==> config.mk <==
export PLATFORM = sky130hd
export DESIGN_NAME = sync_clock_divider_ctrl
export DESIGN_NICKNAME = d
export VERILOG_FILES = /design/src/pkg/clk_ctrl_pkg.sv /design/src/verilog/irq_unit.sv /design/src/verilog/sync_clock_divider_ctrl.sv /design/src/verilog/sync_prescaler.sv
export SDC_FILE = /design/constraint.sdc
export NUM_CORES = 1
export LEC_CHECK = 0
export BUFFER_PORTS_ARGS = -buffer_cell sky130_fd_sc_hd__buf_2
export CORE_UTILIZATION = 43
export CTS_CLUSTER_SIZE = 8
export DETAILED_ROUTE_END_ITERATION = 8
export PLACE_DENSITY = 0.79
export SLEW_MARGIN = 0
export SYNTH_ARGS = -nofsm -noshare
export SYNTH_HDL_FRONTEND = slang
export SYNTH_SLANG_ARGS = --single-unit
==> constraint.sdc <==
create_clock -name mclk -period 2.6 [get_ports mclk]
set_input_delay 0.52 -clock mclk [delete_from_list [all_inputs] [get_ports mclk]]
set_output_delay 0.52 -clock mclk [all_outputs]
set_load 0.05 [all_outputs]
==> src/pkg/clk_ctrl_pkg.sv <==
// Constants, field layout and carrier types of the main clock controller
// Behaviour
// - Root clock drives an 8-bit prescaler producing the CPU domain clocks.
// - After reset the synchronous clocks run undivided.
// - CPU domain rate is root rate divided by the divider field.
// - Forbidden divider is stored, not applied, and flagged to the guard.
// - Divider field may be written at any time without halting anything.
// - New division reaches every clock of the domain at once.
// - Gating own or bridge clock locks the mask register until reset.
// - Settled flag rises when CPU clocks are ready; acts as wake source.
// - Writing one to enable-set enables, to enable-clear disables.
// - Interrupt stays high while flag and enable are both set.
// - Writing one to a flag bit clears it; zero leaves it.
// - In idle sleep the controller keeps running on the root clock.
// - In standby the clocks freeze when no consumer needs a clock.
// - Always enabled; no enable control and no software reset.
package clk_ctrl_pkg;
   localparam int DIV_W = 8;
   localparam int ADDR_W = 8;
   localparam int DATA_W = 32;
   localparam int MASK_W = 8;
   localparam int IRQ_W = 1;
   // Register byte offsets
   localparam logic [ADDR_W-1:0] OFF_IRQ_EN_CLR = 8'h00;
   localparam logic [ADDR_W-1:0] OFF_IRQ_EN_SET = 8'h04;
   localparam logic [ADDR_W-1:0] OFF_IRQ_FLAG = 8'h08;
   localparam logic [ADDR_W-1:0] OFF_CPU_DIV = 8'h0c;
   localparam logic [ADDR_W-1:0] OFF_CLK_MASK = 8'h10;
   // Field positions
   localparam int SETTLED_BIT = 0;
   localparam int MASK_SELF_BIT = 0;
   localparam int MASK_BRIDGE_BIT = 1;
   // Reset values
   localparam logic [DIV_W-1:0] CPU_DIV_RST = 8'h01;
   localparam logic [MASK_W-1:0] CLK_MASK_RST = 8'hff;
   localparam logic [IRQ_W-1:0] IRQ_EN_RST = 1'h0;
   // Register request from the software port
   typedef struct packed {
      logic [ADDR_W-1:0] addr;
      logic [DATA_W-1:0] wdata;
      logic wr;
      logic rd;
   } regReq_type;
   // Sleep state from the power manager
   typedef struct packed {
      logic idle;
      logic standby;
      logic clkNeeded;
   } sleepCtl_type;
endpackage

==> src/verilog/irq_unit.sv <==
// Interrupt flags, enables and the request line
`timescale 1ns/1ns
module irq_unit
   import clk_ctrl_pkg::*;
(
   // Clock and reset
   input wire logic mclk,
   input wire logic rst,
   // Events and software strobes
   input wire logic [IRQ_W-1:0] setEv,
   input wire logic [IRQ_W-1:0] clrFlag,
   input wire logic [IRQ_W-1:0] enSet,
   input wire logic [IRQ_W-1:0] enClr,
   // State and request
   output logic [IRQ_W-1:0] flags,
   output logic [IRQ_W-1:0] enables,
   output logic irq
);
   genvar i;
   generate
      for (i = 0; i < IRQ_W; i++) begin : gSrc
         // Sticky flag, a new event beats the clear
         always_ff @(posedge mclk) begin
            if (rst) begin
               flags[i] <= 1'b0;
            end else if (setEv[i]) begin
               flags[i] <= 1'b1;
            end else if (clrFlag[i]) begin
               flags[i] <= 1'b0;
            end
         end
         // Enable bit set and cleared by one-writes
         always_ff @(posedge mclk) begin
            if (rst) begin
               enables[i] <= IRQ_EN_RST[i];
            end else if (enSet[i]) begin
               enables[i] <= 1'b1;
            end else if (enClr[i]) begin
               enables[i] <= 1'b0;
            end
         end
      end
   endgenerate

   // Level request while any enabled flag is set
   always_ff @(posedge mclk) begin
      if (rst) begin
         irq <= 1'b0;
      end else begin
         irq <= |(flags & enables);
      end
   end
endmodule

==> src/verilog/sync_clock_divider_ctrl.sv <==
// Main clock controller: CPU divider, clock masks, sleep freeze, interrupt
//
// The address map and the plain strobed port are this design's own decisions.
`timescale 1ns/1ns
module sync_clock_divider_ctrl
   import clk_ctrl_pkg::*;
(
   // Clock and reset
   input wire logic mclk,
   input wire logic rst,
   // Register port
   input wire regReq_type regReq,
   output logic [DATA_W-1:0] rdata,
   // Sleep control
   input wire sleepCtl_type sleep,
   // CPU domain clocking
   output logic cpuTick,
   output logic [DIV_W-1:0] cpuDivActive,
   output logic frozen,
   // Clock masks
   output logic [MASK_W-1:0] clkMask,
   // Access guard, interrupt and wake
   output logic guardViolation,
   output logic irq,
   output logic wakeReq
);
   // Always enabled: no enable bit and no software reset exist here
   logic [DIV_W-1:0] cpuDivReg_ff;
   logic [DIV_W-1:0] reqDiv_ff;
   logic [DATA_W-1:0] rdata_ff;
   logic [MASK_W-1:0] clkMask_ff;
   logic maskLocked_ff;
   logic guardViolation_ff;
   logic frozen_ff;
   logic wakeReq_ff;
   logic wrDiv;
   logic wrMask;
   logic wrFlag;
   logic wrEnSet;
   logic wrEnClr;
   logic divLegal;
   logic freezeNow;
   logic applied;
   logic [DIV_W-1:0] wDiv;
   logic [IRQ_W-1:0] flags;
   logic [IRQ_W-1:0] enables;
   logic [IRQ_W-1:0] setEv;
   logic [IRQ_W-1:0] clrFlag;
   logic [IRQ_W-1:0] enSet;
   logic [IRQ_W-1:0] enClr;

   // Address decode of the write strobe
   assign wrDiv = regReq.wr && regReq.addr == OFF_CPU_DIV;
   assign wrMask = regReq.wr && regReq.addr == OFF_CLK_MASK;
   assign wrFlag = regReq.wr && regReq.addr == OFF_IRQ_FLAG;
   assign wrEnSet = regReq.wr && regReq.addr == OFF_IRQ_EN_SET;
   assign wrEnClr = regReq.wr && regReq.addr == OFF_IRQ_EN_CLR;
   assign wDiv = regReq.wdata[DIV_W-1:0];

   // Legal divisions are powers of two from 1 to 128
   assign divLegal = (wDiv != '0) && ((wDiv & (wDiv - 8'h01)) == '0);

   // Freeze only in standby with no clock consumer
   assign freezeNow = sleep.standby && !sleep.clkNeeded;

   // Interrupt strobes: settled event from applied, software strobes from one-writes only
   assign setEv = IRQ_W'(applied);
   assign clrFlag = wrFlag ? regReq.wdata[IRQ_W-1:0] : '0;
   assign enSet = wrEnSet ? regReq.wdata[IRQ_W-1:0] : '0;
   assign enClr = wrEnClr ? regReq.wdata[IRQ_W-1:0] : '0;

   // Stored divider value, legal or not
   always_ff @(posedge mclk) begin
      if (rst) begin
         cpuDivReg_ff <= CPU_DIV_RST;
      end else if (wrDiv) begin
         cpuDivReg_ff <= wDiv;
      end
   end

   // Requested division, only legal values pass
   always_ff @(posedge mclk) begin
      if (rst) begin
         reqDiv_ff <= CPU_DIV_RST;
      end else if (wrDiv && divLegal) begin
         reqDiv_ff <= wDiv;
      end
   end

   // Violation pulse toward the access guard
   always_ff @(posedge mclk) begin
      if (rst) begin
         guardViolation_ff <= 1'b0;
      end else begin
         guardViolation_ff <= wrDiv && !divLegal;
      end
   end

   // Clock mask register with lock after gating own or bridge clock
   always_ff @(posedge mclk) begin
      if (rst) begin
         clkMask_ff <= CLK_MASK_RST;
      end else if (wrMask && !maskLocked_ff) begin
         clkMask_ff <= regReq.wdata[MASK_W-1:0];
      end
   end

   // Lock holds until system reset
   always_ff @(posedge mclk) begin
      if (rst) begin
         maskLocked_ff <= 1'b0;
      end else if (!clkMask_ff[MASK_SELF_BIT] ||
                   !clkMask_ff[MASK_BRIDGE_BIT]) begin
         maskLocked_ff <= 1'b1;
      end
   end

   // Sleep state, idle leaves the clocks running
   always_ff @(posedge mclk) begin
      if (rst) begin
         frozen_ff <= 1'b0;
      end else begin
         frozen_ff <= freezeNow;
      end
   end

   // Wake request while settled flag is pending and enabled
   always_ff @(posedge mclk) begin
      if (rst) begin
         wakeReq_ff <= 1'b0;
      end else begin
         wakeReq_ff <= flags[SETTLED_BIT] && enables[SETTLED_BIT];
      end
   end

   // Read mux, data valid only in the cycle after the strobe
   always_ff @(posedge mclk) begin
      if (rst) begin
         rdata_ff <= '0;
      end else begin
         rdata_ff <= '0;
         if (regReq.rd) begin
            unique case (regReq.addr)
               OFF_IRQ_EN_CLR: rdata_ff <= DATA_W'(enables);
               OFF_IRQ_EN_SET: rdata_ff <= DATA_W'(enables);
               OFF_IRQ_FLAG: rdata_ff <= DATA_W'(flags);
               OFF_CPU_DIV: rdata_ff <= DATA_W'(cpuDivReg_ff);
               OFF_CLK_MASK: rdata_ff <= DATA_W'(clkMask_ff);
               default: rdata_ff <= '0;
            endcase
         end
      end
   end

   // Prescaler shared by every clock of the CPU domain
   sync_prescaler uPrescaler (
      .mclk(mclk),
      .rst(rst),
      .reqDiv(reqDiv_ff),
      .freeze(freezeNow),
      .tick(cpuTick),
      .activeDiv(cpuDivActive),
      .applied(applied)
   );

   // Flag, enable and request logic
   irq_unit uIrq (
      .mclk(mclk),
      .rst(rst),
      .setEv(setEv),
      .clrFlag(clrFlag),
      .enSet(enSet),
      .enClr(enClr),
      .flags(flags),
      .enables(enables),
      .irq(irq)
   );

   // Output drive from flip-flops
   assign rdata = rdata_ff;
   assign clkMask = clkMask_ff;
   assign guardViolation = guardViolation_ff;
   assign frozen = frozen_ff;
   assign wakeReq = wakeReq_ff;

   // Helper: cycles between ticks and the division owning each gap
   logic [DIV_W:0] gap_ff;
   logic [DIV_W-1:0] gapDiv_ff;
   logic gapValid_ff;
   always_ff @(posedge mclk) begin
      if (rst) begin
         gap_ff <= '0;
         gapDiv_ff <= CPU_DIV_RST;
         gapValid_ff <= 1'b0;
      end else if (freezeNow) begin
         gapValid_ff <= 1'b0;
      end else if (cpuTick) begin
         gap_ff <= 9'h001;
         gapDiv_ff <= cpuDivActive;
         gapValid_ff <= 1'b1;
      end else begin
         gap_ff <= gap_ff + 9'h001;
      end
   end
endmodule

==> src/verilog/sync_prescaler.sv <==
// Prescaler that produces the CPU domain clock tick
`timescale 1ns/1ns
module sync_prescaler
   import clk_ctrl_pkg::*;
(
   // Clock and reset
   input wire logic mclk,
   input wire logic rst,
   // Control
   input wire logic [DIV_W-1:0] reqDiv,
   input wire logic freeze,
   // Outputs
   output logic tick,
   output logic [DIV_W-1:0] activeDiv,
   output logic applied
);
   logic [DIV_W-1:0] cnt_ff;
   logic boundary;

   // End of the current divided period
   assign boundary = (cnt_ff == activeDiv - 8'h01);

   // Period counter, held while frozen
   always_ff @(posedge mclk) begin
      if (rst) begin
         cnt_ff <= '0;
      end else if (!freeze) begin
         cnt_ff <= boundary ? '0 : cnt_ff + 8'h01;
      end
   end

   // Domain tick, one per divided period
   always_ff @(posedge mclk) begin
      if (rst) begin
         tick <= 1'b0;
      end else begin
         tick <= boundary && !freeze;
      end
   end

   // Division switch only at a period boundary
   always_ff @(posedge mclk) begin
      if (rst) begin
         activeDiv <= CPU_DIV_RST;
         applied <= 1'b0;
      end else begin
         applied <= 1'b0;
         if (boundary && !freeze && reqDiv != activeDiv) begin
            activeDiv <= reqDiv;
            applied <= 1'b1;
         end
      end
   end
endmodule
* After elaboration in Yosys (flattened, before gate mapping)
Cells that the tools add are included.
** Word-level totals
- Memories :: 0
- Bits in latches :: 0
- ROM bits :: 0
- Word-level logic and storage cells :: 64
- Flip-flop bits (word level) :: 81
- Input port bits :: 47
- Memory bits (writable) :: 0
- Output and inout port bits :: 53
** Cells by class
- Eq/ne operators :: 6
- Shift operators :: 0
- Order comparisons :: 0
- Divide/modulo/power cells :: 0
- $add $sub $neg :: 3
- Reduce and logical (&&, ||, !) cells :: 27
- Mux-type cells :: 10
- Bitwise operators :: 3
- Multipliers :: 0
** Operators by type and width (number)
- $pmux 8 s4 :: 1
- $eq 8x4->1 const B :: 2
- $logic_not 8->1 :: 2
- $sub 8x1->8 const B :: 2
- $logic_and 1x1->1 :: 13
- $add 8x1->8 const B :: 1
- $and 8x8->8 :: 1
- $eq 8x3->1 const B :: 1
- $eq 8x5->1 const B :: 1
- $eq 8x8->1 :: 1
- $mux 1 :: 8
- $mux 8 :: 1
- $ne 8x8->1 :: 1
- $reduce_bool 8->1 :: 1
- $logic_not 1->1 :: 6
- $reduce_bool 2->1 :: 2
- $reduce_or 2->1 :: 2
- $and 1x1->1 :: 1
- $logic_or 1x1->1 :: 1
- $not 1->1 :: 1

* Depth between registers and ports, before layout
Gate-level depths: netlist (run 1).
- Depth in word-level cells :: 6
- Depth in mapped cells :: 11
- Mapped depth without buffers :: 8

* Modules after synthesis
From an unflattened synthesis (run 1), not the netlist that was laid out.
** Second synthesis, totals
- Cell total of the unflattened synthesis :: 322
- Area, all modules :: 2936.6 um2
** By module, submodules not included
- sync_clock_divider_ctrl :: cells each 189, sequential area each 720.7 um2, area each 1765.4 um2, times used 1
- sync_prescaler :: cells each 122, sequential area each 360.3 um2, area each 1073.5 um2, times used 1
- irq_unit :: cells each 11, sequential area each 60.1 um2, area each 97.6 um2, times used 1

* Worst setup path after synthesis (run 1)
OpenSTA, ideal clock, no wires.
- Path kind :: register to register
- From :: register uPrescaler.activeDiv[0]
- To :: register uPrescaler.cnt_ff[0]
- Path slack :: -0.214 ns
- Data arrival time :: 2.744 ns
- Stages on the path, launching flop included :: 12
- Data required time :: 2.530 ns
- Buffers on the path :: 3
- Library setup time :: 0.070 ns
- Period minus slack after synthesis :: 2.814 ns
- Path through :: dfxtp_1 > clkbuf_1 > inv_1 > ha_1 > clkbuf_1 > xor2_1 > nor4_1 > or4_1 > o2111a_1 > buf_6 > or3_1 > a21oi_1
** On the way
- Word-level cells in the longest chain between the ends :: 3
** RTL lines
- from (decl) :: line sync_prescaler.sv:14 : output logic [DIV_W-1:0] activeDiv,
- from (signal assigned) :: line sync_prescaler.sv:49 : activeDiv <= reqDiv;
- $sub 8x1->8 :: line sync_prescaler.sv:21 : assign boundary = (cnt_ff == activeDiv - 8'h01);
- $eq 8x8->1 :: line sync_prescaler.sv:21
- $mux 8 :: line sync_prescaler.sv:28 : cnt_ff <= boundary ? '0 : cnt_ff + 8'h01;
- to (signal assigned) :: line sync_prescaler.sv:28
- to (decl) :: line sync_prescaler.sv:17 : logic [DIV_W-1:0] cnt_ff;
No other way between the ends.
A chain may end at the register's enable or synchronous reset.

* Worst setup path after layout (run 1)
- From :: register uPrescaler.activeDiv[1]
- To :: register uPrescaler.cnt_ff[0]
Same word-level chain as after synthesis.

==> metrics, run 1 <==
status completed; Crit Path Class flop to flop; Req. time, crit path 2850 ps; hold_buf cts 0; Ports 100; Total GRT Usage 18.5%; Crit path arrival time 2660 ps; max-slew violation count 0; RePlAce Congestion 0.851; first-pass GRT wire length 10700 µm; relative slew slack 59.0%; Seq. cell area 1120 µm²; worst slack, placed 111 ps; Initial Utilization 44.8%; top cells by count, synth 56 x dfxtp_1, 42 x nand2_1, 32 x nor2_1, 25 x buf_4, 20 x a21oi_1; CTS H-tree lvls 2; asr flop ratio synth 0%; Static Leak 1.30 nW; Peak Freq 416 MHz; Yosys top cell by area dfxtp_1; Cells after Synth 338; fin crit share 92.5%; vias in the first global route 2391; Slew @ Worst Pin 612 ps; IR drop worst, VDD 283 µV; diode count 0; Area Growth Syn to Fin 11.7%; antenna-violating nets left 0; Placed Cells 454; Die X 83.3 µm; Min-Delay Path Class flop to flop; initial antenna violation count 0; Mean Syn Cell Area 8.41 µm²; Yosys cell types 47; Die Ht 83.3 µm; DR iter-0 viols 157; Die Area 6940 µm²; most common cell in the netlist dfxtp_1; Final setup viols 0; Clock Root Buffer clkbuf_8; synth warn 0; # port buffers 50; mapped cell area 2840 µm²; fin cells 462; clock transition at the registers of the reported paths 110 ps; clk_lat worst skew 320 ps; DP HPWL 4530 µm; CTS tree done; wire per inst 13.7 µm; Nets 433; share of layout cells above drive strength 1 21.0%; largest net degree at the start of global routing 31; fin crit period 2400 ps; Top FF cell, synth dfxtp_1; Via density 5.44; sequential share of the synthesized area 39.4%; CTS buffer count 5; # fillers 602; Fin. Hold Viols 0; post-synth top area share 39.4%; Max-Cap Viols 0; multi-input logic area 1510 µm²; skew final 9.59 ps; WP buf/inv 1; Post-CTS Resized 0; critical path's top delay family simple AND/OR/NAND/NOR gates; Vias 2512; ranking of synthesized cells by area dfxtp_1 39%, buf_4 6.6%, nand2_1 5.5%; RSZ-0062 raised after global routing no; total gr overflow 0; Core Footprint 6350 µm²; Seq cells post-synth 56; post-route setup TNS 0 ps; post-CTS setup buffer count 0; Cell Pwr Density 481 nW/µm²; DRC viols 0; number of flops mapped to enable cells by yosys 0; critical path fanouts, max 10; CP Cell Sequence inv_1 -> ha_1 -> o211ai_1 -> nor3_1 -> or4_1 -> o2111a_1 -> or3_1 -> a21oi_1; TritonRoute pass-1 iters 4; # clock sinks 56; CP max stage delay 580 ps; Critical Path End Type flop; Slowest-stage cell, CP or4_1; Clock Path Buffers 2; row count 29; final WL 6350 µm; Critical Path Source Type flop; Final WS setup 196 ps
==> tightest hold or removal path, cell delays in order, from the launching register on <==
cell and delay, ps:
dfxtp_1 330, nand2_1 50, a21oi_1 50
==> where the power goes <==
part           total [mW]  leakage [nW]  internal (mW)  switching [mW]
Clock               0.503        0.0463          0.198           0.305
Combinational       0.163         0.806         0.0271           0.136
Sequential          0.861         0.452          0.860         0.00100
==> logic make-up after synthesis <==
group | share of synthesized area (%)
and+or+nand+nor | 24.4
AOI/OAI and AO/OA | 14.1
DFF | 39.4
buffers and inverters | 10.5
xor gates and xnor gates | 7.08
muxes | 3.52
adders and majority gates | 0.880
other | 0.132
==> flip-flops by register name, summed over array words and instances, names as in the netlist <==
signal / flops
clkMask: 8
cpuDivReg_ff: 8
rdata: 8
reqDiv_ff: 8
uPrescaler.activeDiv: 8
uPrescaler.cnt_ff: 8
frozen: 1
guardViolation: 1
maskLocked_ff: 1
uIrq.enables: 1
uIrq.flags: 1
uIrq.irq: 1
uPrescaler.applied: 1
uPrescaler.tick: 1
==> final cells by class <==
cell class	count	area share, %
clock buffer	5	2.17
clock inverter	3	0.866
inverter	5	0.591
multi-input combinational	255	47.5
sequential	56	35.4
tap	77	3.03
timing repair buffer	61	10.5
==> cell usage in the layout (no fill, tap or decap), drive strengths merged, types with 5 or more instances in the layout <==
master,instances
a21oi,20
a22oi,8
buf,61
clkbuf,5
conb,24
dfxtp,56
inv,6
mux2i,10
nand2,42
nand3,15
nand4,12
nor2,32
nor3,12
o21ai,6
o31ai,8
xnor2,6
xor2,17
==> stage by stage <==
stage          hold WS, ps  power (mW)  utilization [%]  instance area, µm²
2_1_floorplan          413        1.03                -                2930
3_3_place_gp           425        1.04             48.5                3080
3_5_place_dp           448        1.04             48.5                3080
4_1_cts                464        1.53             50.0                3180
5_1_grt                481        1.58             50.0                3180
6_report               460        1.53             50.0                3180
==> per-layer routing <==
metal / GRT usage [%] / up-vias / routed length, µm
met3: 3.18 / 7 / 411
met4: 6.58 / 0 / 80
met2: 32.9 / 109 / 3100
met5: 0 / - / 0
li1: - / 1220 / -
met1: 22.3 / 1176 / 2760
==> final timing paths <==
check / start / endpoint / slack (ps) / depth (start not counted)
max reg2reg: uPrescaler.activeDiv[1] / uPrescaler.cnt_ff[0] / 200 / 8
min: cpuDivReg_ff[6] / cpuDivReg_ff[6] / 460 / 2
min reg2reg: cpuDivReg_ff[6] / cpuDivReg_ff[6] / 460 / 2
max: uPrescaler.activeDiv[1] / uPrescaler.cnt_ff[0] / 200 / 8
(Power assumes the default switching activity.)
==> inputs of run 2 (changes only) <==
- PLACE_DENSITY: 0.79 -> 0.76
- clock period: 2.6 -> 2.9 ns (I/O delays scaled with it)
==> run 2 against run 1 <==
- non-clock buffer count is 4 lower
- clock skew is 1.8 ps lower
- wire length is 6.9% lower
- fmax is 0.79% higher
- register-to-register slack better by 320 ps
- cell count is 0.87% lower
- final area is 0.55% lower
- worst setup slack better by 320 ps
- critical endpoint is now uPrescaler.activeDiv[6]
==> metrics, run 2 (synthesized netlist as in run 1, its figures left out) <==
Static Leak 1.29 nW (-0.87%); share of layout cells above drive strength 1 19.4% (-1.6 points); IR drop worst, VDD 254 µV (-10%); Initial Utilization 44.8% (unchanged); Clock Path Buffers 2 (unchanged); TritonRoute pass-1 iters 4 (unchanged); fin crit period 2390 ps (-18.9 ps); status completed; CTS H-tree lvls 2 (unchanged); Die X 83.3 µm (unchanged); Total GRT Usage 16.9% (-1.6 points); initial antenna violation count 0 (unchanged); Cell Pwr Density 453 nW/µm² (-5.8%); RSZ-0062 raised after global routing no; Via density 5.34 (-1.8%); Vias 2446 (-2.6%); DRC viols 0 (unchanged); post-route setup TNS 0 ps (unchanged); max-slew violation count 0 (unchanged); Crit Path Class flop to flop; total power 1.43 mW (-6.3%); # clock sinks 56 (unchanged); Die Ht 83.3 µm (unchanged); Slew @ Worst Pin 845 ps (+233 ps); Req. time, crit path 3140 ps (+290 ps); CTS tree done; Ports 100 (unchanged); clock transition at the registers of the reported paths 90 ps (-20 ps); Max-Cap Viols 0 (unchanged); diode count 0 (unchanged); Nets 429 (-0.92%); critical path fanouts, max 10 (unchanged); Core Footprint 6350 µm² (unchanged); RePlAce Congestion 0.862 (+1.3%); Area Growth Syn to Fin 11.1%; CTS buffer count 5 (unchanged); # port buffers 50 (unchanged); antenna-violating nets left 0 (unchanged); Die Area 6940 µm² (unchanged); total gr overflow 0 (unchanged); first-pass GRT wire length 9800 µm (-8.1%); relative slew slack 43.5% (-15 points); DP HPWL 4330 µm (-4.4%); fin crit share 82.3% (-10 points); Critical Path End Type flop; Post-CTS Resized 0 (unchanged); wire per inst 12.9 µm (-6.1%); largest net degree at the start of global routing 31 (unchanged); post-CTS setup buffer count 0 (unchanged); skew final 7.82 ps (-1.77 ps); row count 29 (unchanged); Peak Freq 419 MHz (+0.79%); DR iter-0 viols 123 (-22%); vias in the first global route 2184 (-8.7%); Crit path arrival time 2620 ps (-40 ps); Fin. Hold Viols 0 (unchanged); # fillers 582 (-3.3%); clk_lat worst skew 310 ps (about the same); commonest non-fill, non-tap cell in the layout dfxtp_1; hold_buf cts 0 (unchanged); commonest cells after routing, fill and taps aside 56 x dfxtp_1, 50 x buf_2, 42 x nand2_1; Critical Path Source Type flop; final WL 5910 µm (-6.9%); Clock Root Buffer clkbuf_8; Final setup viols 0 (unchanged); Min-Delay Path Class flop to flop
run 2: layer usage:
layer	vias to the layer above	GRT usage, %	routed length, µm
met5	-	0	0
met4	0	5.33	59
met3	4	2.39	284
met2	82	28.2	2720
met1	1149	22.6	2840
li1	1211	-	-
run 2: area by class of cell:
class	instances	area [µm²]	area share, %
multi-input combinational	255	1510	47.8
sequential	56	1120	35.5
inverter	5	18.8	0.594
clock inverter	2	38.8	1.23
tap	77	96.3	3.05
clock buffer	6	72.6	2.30
timing repair buffer	57	303	9.58
run 2: critical path, stage by stage (launching register included):
cell and delay [ps]:
dfxtp_1 410, or4_4 590, or4_4 490, nand3_2 110, o2111a_1 400, nand4_1 140
a21oi_1 170
run 2: path summary, 6_finish.rpt:
kind | startpoint | to | slack (ps) | cells after the start
worst max register to register | uPrescaler.activeDiv[2] | uPrescaler.activeDiv[6] | 510 | 6
worst max-delay path | uPrescaler.activeDiv[2] | uPrescaler.activeDiv[6] | 510 | 6
worst min register to register | uPrescaler.applied | uIrq.flags | 460 | 2
worst min-delay path | uPrescaler.applied | uIrq.flags | 460 | 2
run 2: through the flow:
step                hold WS [ps]  cell area (µm²)  setup slack [ps]  instances  utilization [%]
floorplan                    413             2930              85.8        361                -
global placement             426             3050               382        450             48.0
detailed placement           440             3050               332        450             48.0
CTS                          462             3160               512        458             49.8
global route                 482             3160               364        458             49.8
finish                       455             3160               515        458             49.8
run 2: where the power goes:
part	switching, mW	internal (mW)
clock	0.253	0.261
combinational	0.121	0.0238
sequential	0.000864	0.771
==> inputs of run 3 (changes only) <==
- ABC_AREA: unset -> 1
- PLACE_DENSITY: 0.76 -> 0.78
- clock period: 2.9 -> 2 ns (I/O delays scaled with it)
==> run 3 against run 2 <==
- synthesized cell count rose by 26%
- clock skew rose by 1.6 ps
- critical path depth rose by 7
- power rose by 110%
- die area rose by 5.5%
- sequential share of layout area fell by 2.5 points
- worst setup slack got worse by 340 ps
- largest cell class unchanged
- largest power group unchanged
==> metrics, run 3 <==
IR drop worst, VDD 267 µV (+4.9%); share of layout cells above drive strength 1 20.2% (+0.83 points); clk_lat worst skew 320 ps (about the same); fin crit period 1830 ps (-560 ps); RSZ-0062 raised after global routing no; Die Area 7320 µm² (+5.5%); adder-cell area share of the yosys netlist 0.833% (-0.047 points); # port buffers 50 (unchanged); largest family of logic cells by synthesized area simple AND/OR/NAND/NOR gates; final WL 6550 µm (+11%); TritonRoute pass-1 iters 4 (unchanged); Yosys top cell by area dfxtp_1; wire length on met2 3160 µm (+16%); critical path fanouts, max 8 (-2); Reg power frac 41.6% (-12 points); Die Ht 85.6 µm (+2.7%); CTS H-tree lvls 2 (unchanged); commonest non-fill, non-tap cell in the layout nand2_1; first-pass GRT wire length 10600 µm (+8.2%); diode count 0 (unchanged); Die X 85.6 µm (+2.7%); vias in the first global route 2387 (+9.3%); Vias 2785 (+14%); top cells by count, synth 111 x nand2_1, 56 x dfxtp_1, 48 x inv_1, 46 x nor2_1, 26 x buf_4; # clock sinks 56 (unchanged); routed wl met3 377 µm (+33%); DRC viols 0 (unchanged); mux cell area share after synthesis 0% (-3.5 points); multi-input logic area 1570 µm² (+4.0%); Clock Path Buffers 2 (unchanged); mapped cell area 3000 µm² (+5.6%); antenna-violating nets left 0 (unchanged); Total GRT Usage 18.2% (+1.2 points); Yosys cell types 42 (-11%); CTS buffer count 5 (unchanged); Crit path arrival time 2080 ps (-540 ps); top routing layer used met4; combinational power share 37.2% (+27 points); ranking of synthesized cells by area dfxtp_1 37%, nand2_1 14%, buf_4 6.5%; clock transition at the registers of the reported paths 100 ps (about the same); skew final 9.40 ps (+1.58 ps); Req. time, crit path 2250 ps (-890 ps); Seq cells post-synth 56 (unchanged); Net Sw Frac 40.3% (+14 points); most used cell, CP nand2_1; Mean Syn Cell Area 7.05 µm² (-16%); asr flop ratio synth 0% (unchanged); CP Cell Sequence inv_1 -> ha_4 -> nand2_1 -> inv_1 -> nor2_2 -> nand2_2 -> nor2_4 -> nand3_2 -> nor2_4 -> nand4_4 -> nand2_1 -> nand2_1 -> nor2_1; Synth Area in XOR/XNOR 3.21% (-3.9 points); total gr overflow 0 (unchanged); status completed; Psw 1.20 mW (+220%); Critical Path End Type flop; Hold Crit Depth 3 (+1); commonest cells after routing, fill and taps aside 109 x nand2_1, 54 x dfxtp_1, 50 x buf_2; Cell Pwr Density 871 nW/µm² (+92%); wire per inst 11.6 µm (-10%); RePlAce Congestion 0.931 (+8.0%); Via density 4.94 (-7.5%); DR iter-0 viols 157 (+28%); # fillers 673 (+16%); largest net degree at the start of global routing 30 (-3.2%); Reg2Reg Launch Point uPrescaler.activeDiv[1]; Core Footprint 6760 µm² (+6.4%); Slowest-stage cell, CP dfxtp_2; CP max stage delay 330 ps (-260 ps); Clk pwr share 21.1% (-15 points); max-slew violation count 0 (unchanged); reg2reg setup slack 170 ps (-340 ps); sequential share of the synthesized area 37.3% (-2.1 points); Worst R2R Path Depth 13 (+7); Synth Area in Compound Gates 9.45% (-4.6 points); Final setup viols 0 (unchanged); Area Growth Syn to Fin 13.8%; Top FF cell, synth dfxtp_1; Cells after Synth 426 (+26%); Ports 100 (unchanged); fin cells 564 (+23%); Synth Area in Simple Gates 34.2% (+9.9 points); Clock Root Buffer clkbuf_8; Peak Freq 548 MHz (+31%); Int Pwr 1.78 mW (+68%); CTS tree done; fin crit share 91.3% (+9.0 points); Max-Cap Viols 0 (unchanged); Fin. Hold Viols 0 (unchanged); number of flops mapped to enable cells by yosys 0 (unchanged); hold_buf cts 0 (unchanged); most common cell in the netlist nand2_1; r2r endpoint uPrescaler.activeDiv[3]; Critical Path Source Type flop; Placed Cells 554 (+23%); post-route setup TNS 0 ps (unchanged); DP HPWL 4980 µm (+15%); synth warn 0 (unchanged); row count 30 (+3.4%); Seq. cell area 1130 µm² (+0.45%); Static Leak 1.71 nW (+32%); hold_sp regReq[8]; WL met1 2860 µm (+0.56%); Initial Utilization 44.5% (-0.33 points); Nets 532 (+24%); Worst Hold Path EP clkMask[6]; Crit Path Class flop to flop; initial antenna violation count 0 (unchanged); post-synth top area share 37.3% (-2.1 points); Min-Delay Path Class input port to flop
==> run 3: how the worst max path moves through the flow <==
stage / startpoint / endpoint / cells after the start
floorplan: uPrescaler.activeDiv[1] / uPrescaler.activeDiv[0] / 13
global placement: uPrescaler.activeDiv[0] / uPrescaler.cnt_ff[0] / 11
detailed placement: uPrescaler.activeDiv[0] / uPrescaler.cnt_ff[0] / 11
CTS: uPrescaler.activeDiv[0] / uPrescaler.activeDiv[2] / 13
global route: uPrescaler.activeDiv[1] / uPrescaler.activeDiv[3] / 12
finish: uPrescaler.activeDiv[1] / uPrescaler.activeDiv[3] / 13
==> run 3: layout make-up <==
class	count	share of cell area, %
clock buffers	5	2.01
flip-flops and latches	56	32.9
repair buffers	61	9.74
inverters	53	5.82
well taps	80	2.93
multi-input cells	306	45.9
clock inverters	3	0.622
==> run 3: stage by stage <==
| stage | setup slack, ps | hold WS (ps) | power, mW | instance area [µm²] | utilization [%] |
|---|---|---|---|---|---|
| floorplan | 17.5 | 413 | 2.11 | 3100 | - |
| global placement | 124 | 425 | 2.25 | 3270 | 48.5 |
| detailed placement | 102 | 440 | 2.27 | 3270 | 48.5 |
| CTS | 98.5 | 344 | 2.90 | 3360 | 49.8 |
| global route | 16.3 | 354 | 3.17 | 3420 | 50.6 |
| finish | 174 | 359 | 2.98 | 3420 | 50.6 |
==> run 3: per-layer routing <==
metal,vias up,global-route usage [%]
li1,1434,-
met1,1267,22.5
met2,72,30.5
met3,12,3.95
met4,0,7.58
met5,-,0
==> run 3: power groups by stage <==
stage	Combinational, mW	Clock, mW	Sequential, mW
after floorplan	0.761	0	1.35
after global placement	0.982	0	1.26
after detailed placement	1.00	0	1.27
after CTS	1.01	0.652	1.24
after global routing	1.22	0.697	1.25
final	1.11	0.629	1.24
==> run 3: cell families after synthesis <==
logic type / Yosys count
compound gates: 47
xor+xnor: 11
fa+ha+maj: 2
buf+inv: 88
flops: 56
other cells: 1
simple gates: 221
==> run 3: timing repair <==
action                     4_1_cts  5_1_grt
setup endpoints to repair        0       14
buffers inserted                 0        1
resized for setup                0        6
==> run 3: critical path: cells and delay by family, from the launching register on <==
family / cells / cell delay [ps]
AND/OR/NAND/NOR: 10 / 1090
flip-flops: 1 / 330
buffers and inverters: 2 / 150
adder cells (fa/ha/maj): 1 / 210
